File: config.mk
export PLATFORM = sky130hd
export DESIGN_NAME = rtsq_top
export DESIGN_NICKNAME = d
export VERILOG_FILES = /design/src/verilog/rtsq_pkg.sv /design/src/verilog/rtsq_bcd_acc.sv /design/src/verilog/rtsq_sync.sv /design/src/verilog/rtsq_top.sv
export VERILOG_INCLUDE_DIRS = /design/src /design/src/verilog
export SDC_FILE = /design/constraint.sdc
export NUM_CORES = 1
export LEC_CHECK = 0
export BUFFER_PORTS_ARGS = -buffer_cell sky130_fd_sc_hd__buf_2
export CORE_UTILIZATION = 51
export DETAILED_ROUTE_END_ITERATION = 7
export HOLD_SLACK_MARGIN = 0.05
export PLACE_DENSITY = 0.77
export SKIP_CTS_REPAIR_TIMING = 1
export SYNTH_ARGS = -nofsm -noshare
export SYNTH_HDL_FRONTEND = slang
export SYNTH_HIERARCHICAL = 1
export SYNTH_SLANG_ARGS = --single-unit
File: constraint.sdc
create_clock -name REF_CLK -period 2.4 [get_ports REF_CLK]
set_input_delay 0.12 -clock REF_CLK [delete_from_list [all_inputs] [get_ports REF_CLK]]
set_output_delay 0.12 -clock REF_CLK [all_outputs]
set_load 0.01 [all_outputs]
File: src/verilog/rtsq_cfg.svh
// Constants for the release timer test sequencer: rates, counts, register map
`ifndef RTSQ_CFG_SVH
`define RTSQ_CFG_SVH

// ----------------------------------------------------------------------------
// Clock and derived rates
// ----------------------------------------------------------------------------
`define RTSQ_CLK_HZ 40000000
`define RTSQ_BASE_HZ 1000000
`define RTSQ_BASE_DIV (`RTSQ_CLK_HZ / `RTSQ_BASE_HZ)
`define RTSQ_REF_DIV 1000
`define RTSQ_BASE_W 6
`define RTSQ_REF_W 10

// ----------------------------------------------------------------------------
// Measurement counts
// ----------------------------------------------------------------------------
`define RTSQ_PERIODS 10
`define RTSQ_PER_W 4
`define RTSQ_PRESCALE 100
`define RTSQ_PRE_W 7
`define RTSQ_DIGITS 4
`define RTSQ_BCD_MAX 4'h9

// ----------------------------------------------------------------------------
// APB register map (byte addresses) and fields
// ----------------------------------------------------------------------------
`define RTSQ_ADDR_W 8
`define RTSQ_REG_CTRL 8'h00
`define RTSQ_REG_STATUS 8'h04
`define RTSQ_REG_RESULT 8'h08
`define RTSQ_REG_ACCUM 8'h0C
`define RTSQ_REG_INT_STAT 8'h10
`define RTSQ_REG_INT_MASK 8'h14
`define RTSQ_CTRL_MODE_LSB 0
`define RTSQ_CTRL_START_BIT 8
`define RTSQ_CTRL_RESET_BIT 9
`define RTSQ_INT_DONE_BIT 0
`define RTSQ_INT_FIRE_BIT 1
`define RTSQ_INT_W 2
`define RTSQ_SYNC_W 6

`endif

File: src/verilog/rtsq_pkg.sv
// Types shared by the release timer test sequencer modules
`include "rtsq_cfg.svh"

package rtsq_pkg;

  // Test function, one-hot
  typedef enum logic [3:0] {
    SUPPLY_CURRENT_TEST = 4'h1,
    OSCILLATOR_PERIOD_TEST = 4'h2,
    DIVIDER_CHECK_TEST = 4'h4,
    HOUR_INTERVAL_TEST = 4'h8
  } rtsq_mode_t;

  // Whole state of the sequencer top
  typedef struct packed {
    rtsq_mode_t mode;
    logic [`RTSQ_BASE_W-1:0] base_cnt;
    logic [`RTSQ_REF_W-1:0] ref_cnt;
    logic clk_out;
    logic [3:0] seq;
    logic [3:0] blank;
    logic gate;
    logic sel_normal;
    logic sel_test;
    logic relay;
    logic indicator;
    logic capture;
    logic load;
    logic phase;
    logic [`RTSQ_PER_W-1:0] per_cnt;
    logic [`RTSQ_PRE_W-1:0] pre_cnt;
    logic meas_prev;
    logic div2_prev;
    logic fire_prev;
    logic start_prev;
    logic [15:0] disp;
    logic [`RTSQ_INT_W-1:0] int_stat;
    logic [`RTSQ_INT_W-1:0] int_mask;
    logic irq;
    logic sw_start;
    logic sw_reset;
    logic pready;
    logic pslverr;
    logic [31:0] prdata;
  } rtsq_state_t;

endpackage : rtsq_pkg

File: src/verilog/rtsq_bcd_acc.sv
// Four-decade BCD up counter used as the period and hour accumulator
`timescale 1ns/1ps
`include "rtsq_cfg.svh"

module rtsq_bcd_acc #(
  parameter int DIGITS = `RTSQ_DIGITS
) (
  input wire logic clk,
  input wire logic rst,
  input wire logic clr,
  input wire logic inc,
  output logic [4*DIGITS-1:0] value
);

  typedef struct packed {
    logic [4*DIGITS-1:0] digits;
  } rtsq_acc_t;

  rtsq_acc_t s_r;
  rtsq_acc_t s_nxt;
  logic [DIGITS:0] carry;
  logic [4*DIGITS-1:0] step;

  assign carry[0] = inc;

  // One decade per loop pass; carry ripples, 9999 wraps to 0000
  for (genvar i = 0; i < DIGITS; i++) begin : g_dec
    logic [3:0] d;
    assign d = s_r.digits[4*i +: 4];
    assign carry[i+1] = carry[i] && (d == `RTSQ_BCD_MAX);
    assign step[4*i +: 4] = !carry[i] ? d : (d == `RTSQ_BCD_MAX) ? 4'h0 : d + 4'h1;
  end

  // Clear takes priority over a count in the same cycle
  always_comb begin
    s_nxt = s_r;
    s_nxt.digits = clr ? '0 : step;
  end

  // State register
  always_ff @(posedge clk or posedge rst) begin
    if (rst) begin
      s_r <= '0;
    end else begin
      s_r <= s_nxt;
    end
  end

  assign value = s_r.digits;

endmodule : rtsq_bcd_acc

File: src/verilog/rtsq_sync.sv
// Two-stage synchroniser for asynchronous pin inputs
`timescale 1ns/1ps

module rtsq_sync #(
  parameter int W = 1
) (
  input wire logic clk,
  input wire logic rst,
  input wire logic [W-1:0] d,
  output logic [W-1:0] q
);

  typedef struct packed {
    logic [W-1:0] stage1;
    logic [W-1:0] stage2;
  } rtsq_sync_t;

  rtsq_sync_t s_r;
  rtsq_sync_t s_nxt;

  // Stage one feeds only stage two
  always_comb begin
    s_nxt = s_r;
    s_nxt.stage1 = d;
    s_nxt.stage2 = s_r.stage1;
  end

  // State register
  always_ff @(posedge clk or posedge rst) begin
    if (rst) begin
      s_r <= '0;
    end else begin
      s_r <= s_nxt;
    end
  end

  assign q = s_r.stage2;

endmodule : rtsq_sync

File: src/verilog/rtsq_top.sv
// Release timer test sequencer: mode control, period meter, hour capture, APB
`timescale 1ns/1ps
`include "rtsq_cfg.svh"

// Contract
// - 1 MHz base, divided by 1000 to 1 kHz
// - One of four digits lit, rotating each ms
// - Blanking inputs driven, stored digit kept
// - Current test holds gate reset
// - Oscillator test averages ten periods at 0.1 ms
// - Reference gated ten periods on, ten off
// - Accumulator cleared before each count
// - Divider test forces gate set
// - Divider output prescaled by 100
// - Entering hour test resets gate
// - Relay energized only in hour test
// - Reset clears accumulators, latch, gate except in divider test; loads timer
// - Relay off while reset held
// - Start sets gate; pulses increment accumulator
// - Firing sets latch, strobes count to display
// - Indicator on while firing current detected
module rtsq_top #(
  parameter int BASE_DIV = `RTSQ_BASE_DIV,
  parameter int REF_DIV = `RTSQ_REF_DIV,
  parameter int PERIODS = `RTSQ_PERIODS,
  parameter int PRESCALE = `RTSQ_PRESCALE
) (
  input wire logic REF_CLK,
  input wire logic RESET,
  input wire logic PSEL,
  input wire logic PENABLE,
  input wire logic PWRITE,
  input wire logic [`RTSQ_ADDR_W-1:0] PADDR,
  input wire logic [31:0] PWDATA,
  output logic [31:0] PRDATA,
  output logic PREADY,
  output logic PSLVERR,
  input wire logic MEAS_IN,
  input wire logic DIV2_IN,
  input wire logic FIRE_DET,
  input wire logic START_BTN,
  input wire logic RESET_BTN,
  input wire logic TIMER_RESET,
  output logic TEST_CLK,
  output logic SEL_NORMAL,
  output logic SEL_TEST,
  output logic TIMER_LOAD,
  output logic SQUIB_PATH_RELAY,
  output logic INDICATOR_A,
  output logic [3:0] DIGIT_BLANK,
  output logic [15:0] DISP_DATA,
  output logic IRQ
);

  // --------------------------------------------------------------------------
  // Local constants
  // --------------------------------------------------------------------------
  localparam logic [`RTSQ_BASE_W-1:0] BASE_LAST = `RTSQ_BASE_W'(BASE_DIV - 1);
  localparam logic [`RTSQ_BASE_W-1:0] BASE_HALF = `RTSQ_BASE_W'(BASE_DIV / 2);
  localparam logic [`RTSQ_REF_W-1:0] REF_LAST = `RTSQ_REF_W'(REF_DIV - 1);
  localparam logic [`RTSQ_PER_W-1:0] PER_LAST = `RTSQ_PER_W'(PERIODS - 1);
  localparam logic [`RTSQ_PRE_W-1:0] PRE_LAST = `RTSQ_PRE_W'(PRESCALE - 1);
  localparam int A_BASE_DIV = `RTSQ_BASE_DIV;

  rtsq_pkg::rtsq_state_t s_r;
  rtsq_pkg::rtsq_state_t s_nxt;

  logic [`RTSQ_SYNC_W-1:0] pins_s;
  logic meas_s;
  logic div2_s;
  logic fire_s;
  logic start_s;
  logic btn_rst_s;
  logic tmr_rst_s;
  logic rst_any_s;
  logic [15:0] acc;
  logic acc_clr;
  logic acc_inc;
  logic tick_1m;
  logic tick_1k;
  logic meas_rise;
  logic div2_rise;
  logic fire_rise;
  logic start_any;
  logic reset_any;
  logic meas_ev;
  logic apb_acc;
  logic [31:0] rd;

  // --------------------------------------------------------------------------
  // Pin synchronisers and accumulator
  // --------------------------------------------------------------------------

  // All asynchronous pins pass two flops first
  rtsq_sync #(
    .W(`RTSQ_SYNC_W)
  ) u_sync (
    .clk(REF_CLK),
    .rst(RESET),
    .d({MEAS_IN, DIV2_IN, FIRE_DET, START_BTN, RESET_BTN, TIMER_RESET}),
    .q(pins_s)
  );

  assign {meas_s, div2_s, fire_s, start_s, btn_rst_s, tmr_rst_s} = pins_s;
  assign rst_any_s = btn_rst_s || tmr_rst_s;

  // Decade accumulator shared by period and hour measurement
  rtsq_bcd_acc #(
    .DIGITS(`RTSQ_DIGITS)
  ) u_acc (
    .clk(REF_CLK),
    .rst(RESET),
    .clr(acc_clr),
    .inc(acc_inc),
    .value(acc)
  );

  // Edges seen on synchronised levels only, so each counts once
  assign meas_rise = meas_s && !s_r.meas_prev;
  assign div2_rise = div2_s && !s_r.div2_prev;
  assign fire_rise = fire_s && !s_r.fire_prev;
  assign start_any = (start_s && !s_r.start_prev) || s_r.sw_start;
  assign reset_any = rst_any_s || s_r.sw_reset;
  assign apb_acc = PSEL && PENABLE && !s_r.pready;

  // --------------------------------------------------------------------------
  // Read multiplexer
  // --------------------------------------------------------------------------
  always_comb begin
    rd = '0;
    unique case (PADDR)
      `RTSQ_REG_CTRL: begin
        unique case (s_r.mode)
          rtsq_pkg::SUPPLY_CURRENT_TEST: rd[1:0] = 2'h0;
          rtsq_pkg::OSCILLATOR_PERIOD_TEST: rd[1:0] = 2'h1;
          rtsq_pkg::DIVIDER_CHECK_TEST: rd[1:0] = 2'h2;
          rtsq_pkg::HOUR_INTERVAL_TEST: rd[1:0] = 2'h3;
          default: rd[1:0] = 2'h0;
        endcase
      end
      `RTSQ_REG_STATUS: rd[8:0] = {s_r.gate, s_r.relay, s_r.capture, s_r.indicator,
                                   s_r.phase, s_r.mode};
      `RTSQ_REG_RESULT: rd[15:0] = s_r.disp;
      `RTSQ_REG_ACCUM: rd[15:0] = acc;
      `RTSQ_REG_INT_STAT: rd[`RTSQ_INT_W-1:0] = s_r.int_stat;
      `RTSQ_REG_INT_MASK: rd[`RTSQ_INT_W-1:0] = s_r.int_mask;
      default: rd = '0;
    endcase
  end

  // --------------------------------------------------------------------------
  // Next-state logic
  // --------------------------------------------------------------------------
  always_comb begin
    logic [`RTSQ_INT_W-1:0] int_set;
    logic [`RTSQ_INT_W-1:0] int_clr;
    int_set = '0;
    int_clr = '0;
    s_nxt = s_r;
    acc_clr = 1'b0;
    acc_inc = 1'b0;
    meas_ev = 1'b0;

    // Base and reference dividers, both as enable pulses
    tick_1m = (s_r.base_cnt == BASE_LAST);
    tick_1k = tick_1m && (s_r.ref_cnt == REF_LAST);
    s_nxt.base_cnt = tick_1m ? '0 : s_r.base_cnt + 1'b1;
    if (tick_1m) begin
      s_nxt.ref_cnt = tick_1k ? '0 : s_r.ref_cnt + 1'b1;
    end
    s_nxt.clk_out = (s_nxt.base_cnt < BASE_HALF);

    // Digit rotation at 1 kHz; blanking keeps digit memory intact
    if (tick_1k) begin
      s_nxt.seq = {s_r.seq[2:0], s_r.seq[3]};
    end
    s_nxt.blank = ~s_nxt.seq;

    s_nxt.meas_prev = meas_s;
    s_nxt.div2_prev = div2_s;
    s_nxt.fire_prev = fire_s;
    s_nxt.start_prev = start_s;
    s_nxt.sw_start = 1'b0;
    s_nxt.sw_reset = 1'b0;
    s_nxt.indicator = fire_s;
    s_nxt.load = rst_any_s || s_r.sw_reset;

    // Gate flip-flop per function
    unique case (s_r.mode)
      rtsq_pkg::SUPPLY_CURRENT_TEST, rtsq_pkg::OSCILLATOR_PERIOD_TEST: begin
        s_nxt.gate = 1'b0;
      end
      rtsq_pkg::DIVIDER_CHECK_TEST: begin
        s_nxt.gate = 1'b1;
      end
      rtsq_pkg::HOUR_INTERVAL_TEST: begin
        if (reset_any) begin
          s_nxt.gate = 1'b0;
        end else if (start_any) begin
          s_nxt.gate = 1'b1;
        end
      end
      default: s_nxt.gate = 1'b0;
    endcase

    // Relay closed only in hour test and never while reset is held
    s_nxt.relay = (s_r.mode == rtsq_pkg::HOUR_INTERVAL_TEST) && !reset_any;

    // Measured event: oscillator edge or divider output after prescale
    if (s_r.mode == rtsq_pkg::OSCILLATOR_PERIOD_TEST) begin
      meas_ev = meas_rise;
    end else if (s_r.mode == rtsq_pkg::DIVIDER_CHECK_TEST && div2_rise) begin
      meas_ev = (s_r.pre_cnt == PRE_LAST);
      s_nxt.pre_cnt = meas_ev ? '0 : s_r.pre_cnt + 1'b1;
    end

    if (s_r.mode == rtsq_pkg::HOUR_INTERVAL_TEST) begin
      // Each timer pulse counts while the gate is set, until the firing latch closes
      acc_inc = div2_rise && s_r.gate && !s_r.capture;
      if (fire_rise && !s_r.capture) begin
        s_nxt.capture = 1'b1;
        s_nxt.disp = acc;
        int_set[`RTSQ_INT_FIRE_BIT] = 1'b1;
      end
      s_nxt.phase = 1'b0;
      s_nxt.per_cnt = '0;
    end else if (s_r.mode == rtsq_pkg::SUPPLY_CURRENT_TEST) begin
      s_nxt.phase = 1'b0;
      s_nxt.per_cnt = '0;
    end else begin
      // Ten periods gated on, ten off; count 1 kHz while on
      acc_inc = s_r.phase && tick_1k;
      if (meas_ev) begin
        s_nxt.per_cnt = (s_r.per_cnt == PER_LAST) ? '0 : s_r.per_cnt + 1'b1;
        if (s_r.per_cnt == PER_LAST) begin
          s_nxt.phase = !s_r.phase;
          if (!s_r.phase) begin
            acc_clr = 1'b1;
          end else begin
            s_nxt.disp = acc;
            int_set[`RTSQ_INT_DONE_BIT] = 1'b1;
          end
        end
      end
    end

    // Either unit's reset clears the count, the display and the latch
    if (reset_any) begin
      acc_clr = 1'b1;
      s_nxt.disp = '0;
      s_nxt.capture = 1'b0;
      s_nxt.phase = 1'b0;
      s_nxt.per_cnt = '0;
      s_nxt.pre_cnt = '0;
    end

    // APB slave: one wait state, answer registered
    s_nxt.pready = apb_acc;
    s_nxt.pslverr = 1'b0;
    if (apb_acc) begin
      s_nxt.pslverr = !(PADDR inside {`RTSQ_REG_CTRL, `RTSQ_REG_STATUS, `RTSQ_REG_RESULT,
                                      `RTSQ_REG_ACCUM, `RTSQ_REG_INT_STAT,
                                      `RTSQ_REG_INT_MASK});
      s_nxt.prdata = PWRITE ? '0 : rd;
      if (PWRITE) begin
        unique case (PADDR)
          `RTSQ_REG_CTRL: begin
            unique case (PWDATA[`RTSQ_CTRL_MODE_LSB +: 2])
              2'h0: s_nxt.mode = rtsq_pkg::SUPPLY_CURRENT_TEST;
              2'h1: s_nxt.mode = rtsq_pkg::OSCILLATOR_PERIOD_TEST;
              2'h2: s_nxt.mode = rtsq_pkg::DIVIDER_CHECK_TEST;
              2'h3: s_nxt.mode = rtsq_pkg::HOUR_INTERVAL_TEST;
            endcase
            if (s_nxt.mode == rtsq_pkg::HOUR_INTERVAL_TEST &&
                s_r.mode != rtsq_pkg::HOUR_INTERVAL_TEST) begin
              s_nxt.gate = 1'b0;
            end
            s_nxt.sw_start = PWDATA[`RTSQ_CTRL_START_BIT];
            s_nxt.sw_reset = PWDATA[`RTSQ_CTRL_RESET_BIT];
          end
          `RTSQ_REG_INT_STAT: int_clr = PWDATA[`RTSQ_INT_W-1:0];
          `RTSQ_REG_INT_MASK: s_nxt.int_mask = PWDATA[`RTSQ_INT_W-1:0];
          default: int_clr = '0;
        endcase
      end
    end

    // Sticky events; a set in the clearing cycle wins
    s_nxt.int_stat = (s_r.int_stat & ~int_clr) | int_set;
    s_nxt.irq = |(s_nxt.int_stat & s_nxt.int_mask);
    s_nxt.sel_normal = !s_nxt.gate;
    s_nxt.sel_test = s_nxt.gate;
  end

  // --------------------------------------------------------------------------
  // State register
  // --------------------------------------------------------------------------
  always_ff @(posedge REF_CLK or posedge RESET) begin
    if (RESET) begin
      s_r <= '0;
      s_r.mode <= rtsq_pkg::SUPPLY_CURRENT_TEST;
      s_r.seq <= 4'h1;
      s_r.blank <= 4'hE;
      s_r.sel_normal <= 1'b1;
    end else begin
      s_r <= s_nxt;
    end
  end

  // Outputs straight from the state flops
  assign PRDATA = s_r.prdata;
  assign PREADY = s_r.pready;
  assign PSLVERR = s_r.pslverr;
  assign TEST_CLK = s_r.clk_out;
  assign SEL_NORMAL = s_r.sel_normal;
  assign SEL_TEST = s_r.sel_test;
  assign TIMER_LOAD = s_r.load;
  assign SQUIB_PATH_RELAY = s_r.relay;
  assign INDICATOR_A = s_r.indicator;
  assign DIGIT_BLANK = s_r.blank;
  assign DISP_DATA = s_r.disp;
  assign IRQ = s_r.irq;
endmodule : rtsq_top
==> impl_metrics.tcl <==
set metrics [dict create \
    status "completed" \
    setup_viol_count_final 0 \
    grt_usage_pct 23.0 \
    ir_worst_vdd_uv 612 \
    gp_congestion 0.843 \
    drt_pre_antenna_iters 5 \
    clock_skew_ns 0.00585 \
    ys_ff_latch 119 \
    die_w_um 111 \
    layout-drive-gt1-share_pct 29.2 \
    finalCritPeriodShare_pct 96.7 \
    drt-total-wl_um 13400 \
    start_util_pct 52.8 \
    rsz0062_at_grt "true" \
    async_flop_share_pct 100 \
    cts_buffers 17 \
    final_common_cell "dfrtp_1" \
    die_area_mm2 0.0123 \
    die_h_um 111 \
    max_cap_viol_count 0 \
    syn_area_mm2 0.00605 \
    route.detailed.drc 0 \
    first_iter_violations 370 \
    crit_path_end_kind "flop" \
    final.min_clock_period_ns 2.32 \
    nFillCells 859 \
    slew_viol_final 0 \
    finalInstanceArea_mm2 0.00720 \
    dp_cells 768 \
    wl_met2_um 6580 \
    cts_sinks 119 \
    grt_pass1_vias 4478 \
    finalHoldViolCount 0 \
    detail-route-antenna-nets 0 \
    clkTransAtPathRegs_ns 0.05 \
    drt-wirelength-per-cell_um 16.3 \
    worstSetupPathType "flop to flop" \
    ys_types 64 \
    multiInputGateArea_mm2 0.00263 \
    antenna_cells 0 \
    antenna_found_initial 0 \
    max_slew_margin_pct 47.1 \
    yosysWarnings 6 \
    cts_tree "yes" \
    ioPinCount 112 \
    final_util_pct 62.8 \
    vias 4607 \
    area_growth_syn_to_layout_pct 19.0 \
    nets 730 \
    power_density_mw_per_mm2 656 \
    avgSynthCellArea_um2 10.2 \
    hold_ws_ns 0.0320 \
    syn_inst 595 \
    leakage_uw 0.00323 \
    met3_length_um 773 \
    m1WireLength_um 5710 \
    fmax_ghz 0.431 \
    clkLatencyLatePin_ns 0.42 \
    critPathArrivalTime_ns 2.67 \
    worst_pin_slew_ns 0.793 \
    clk_root_buffer_cell "clkbuf_16" \
    fin_cells 824 \
    gr-total-overflow 0 \
    hp-class "primary input to flop" \
    grt_max_degree 76 \
    layout_common_cells "dfrtp_1, buf_2, nand2_1" \
    synthFlopType "dfrtp_1" \
    top_layer "met4" \
    cts-htree-levels 4 \
    synth_edf_count 0 \
    place_area_mm2 0.00633 \
    seq_area_frac_synth_pct 49.3 \
    place_hpwl_um 8950 \
    grt_first_pass_wirelength_um 21900 \
    regArea_mm2 0.00299 \
    cp_max_fo 8 \
    rows 39 \
    critical_path_required_ns 2.75 \
    cts_buffer_depth 2 \
    portBuffers 67 \
    coreArea_mm2 0.0115 \
    cp-start-kind "flop" \
    routed_via_density 5.59 \
    power.total_uw 4720 \
]
-- cell usage after synthesis, drive strengths merged, types with 6 or more instances --
master | count | area, µm²
a21oi | 39 | 229
a22oi | 10 | 75.1
buf | 62 | 449
clkbuf | 10 | 37.5
dfrtp | 113 | 2830
dfstp | 6 | 158
ha | 11 | 138
inv | 22 | 82.6
mux2 | 16 | 188
mux2i | 9 | 90.1
nand2 | 52 | 195
nand3 | 30 | 150
nand3b | 7 | 52.6
nor2 | 41 | 154
nor2b | 8 | 50.1
nor3 | 11 | 55.1
nor4 | 8 | 65.1
o21ai | 46 | 268
or3 | 13 | 81.3
xnor2 | 11 | 96.3
xor2 | 6 | 52.6
-- metrics by stage --
step                setup WS (ns)  TNS (ns)
CTS                        -0.149    -0.288
global route              -0.0571    -0.191
floorplan                  -0.135    -0.410
detailed placement         -0.106    -0.154
global placement           0.0439         0
finish                     0.0790         0
-- flip-flops by register name (all words and copies together), names as in the netlist, 4 cells and up --
name / count
DIGIT_BLANK: 4
u_sync/s_nxt: 6
s_r: 47
DISP_DATA: 16
u_sync/q: 6
u_acc/value: 16
PRDATA: 16
-- critical path, stage by stage (launching register included) --
cell and delay, ns:
dfstp_2 0.41, or4b_4 0.56, nor2_2 0.12, nand3_1 0.10
nand2_2 0.10, and4b_4 0.29, nand4_4 0.16, or3_1 0.40
a21oi_2 0.12
-- layout make-up --
type                            instances  area share (%)
Tap cell                              143            2.49
Sequential cell                       119            41.5
Inverter                               23            1.25
Multi-Input combinational cell        396            36.5
Clock inverter                         15            2.24
Clock buffer                           17            5.91
Timing Repair Buffer                  111            10.1
-- final timing paths --
| check | from | slack [ns] | to | cells past startpoint |
|---|---|---|---|---|
| min in group asynchronous | RESET | 0.28 | DISP_DATA[0]$_DFFE_PP0P_ | 3 |
| worst min-delay path | PADDR[4] | 0.03 | PSLVERR$_DFF_PP0_ | 3 |
| worst min register to register | u_sync/s_nxt[4]$_DFF_PP0_ | 0.35 | u_sync/q[4]$_DFF_PP0_ | 0 |
| worst max register to register | s_r[105]$_DFFE_PP1P_ | 0.08 | u_acc/value[13]$_DFFE_PP0P_ | 8 |
| worst max-delay path | s_r[105]$_DFFE_PP1P_ | 0.08 | u_acc/value[13]$_DFFE_PP0P_ | 8 |
| max in group asynchronous | RESET | 1.39 | SEL_NORMAL$_DFF_PP1_ | 4 |
-- per-layer routing --
layer | GRT usage [%] | vias up
met3 | 6.23 | 30
li1 | - | 2161
met2 | 36.6 | 170
met5 | 0 | -
met4 | 11.0 | 0
met1 | 29.0 | 2246
-- power breakdown --
| group | switching [µW] | internal (µW) |
|---|---|---|
| clock | 896 | 1610 |
| combinational | 120 | 57.5 |
| sequential | 9.93 | 2030 |
-- cell families after synthesis --
logic type / synth area share [%]
AND/OR/NAND/NOR: 19.2
flip-flops: 49.3
AO/OA/AOI/OAI: 12.6
buffers and inverters: 9.47
multiplexers: 4.59
XOR/XNOR: 2.46
adder cells (fa/ha/maj): 2.27
other: 0.0620
(Power assumes the default switching activity.)
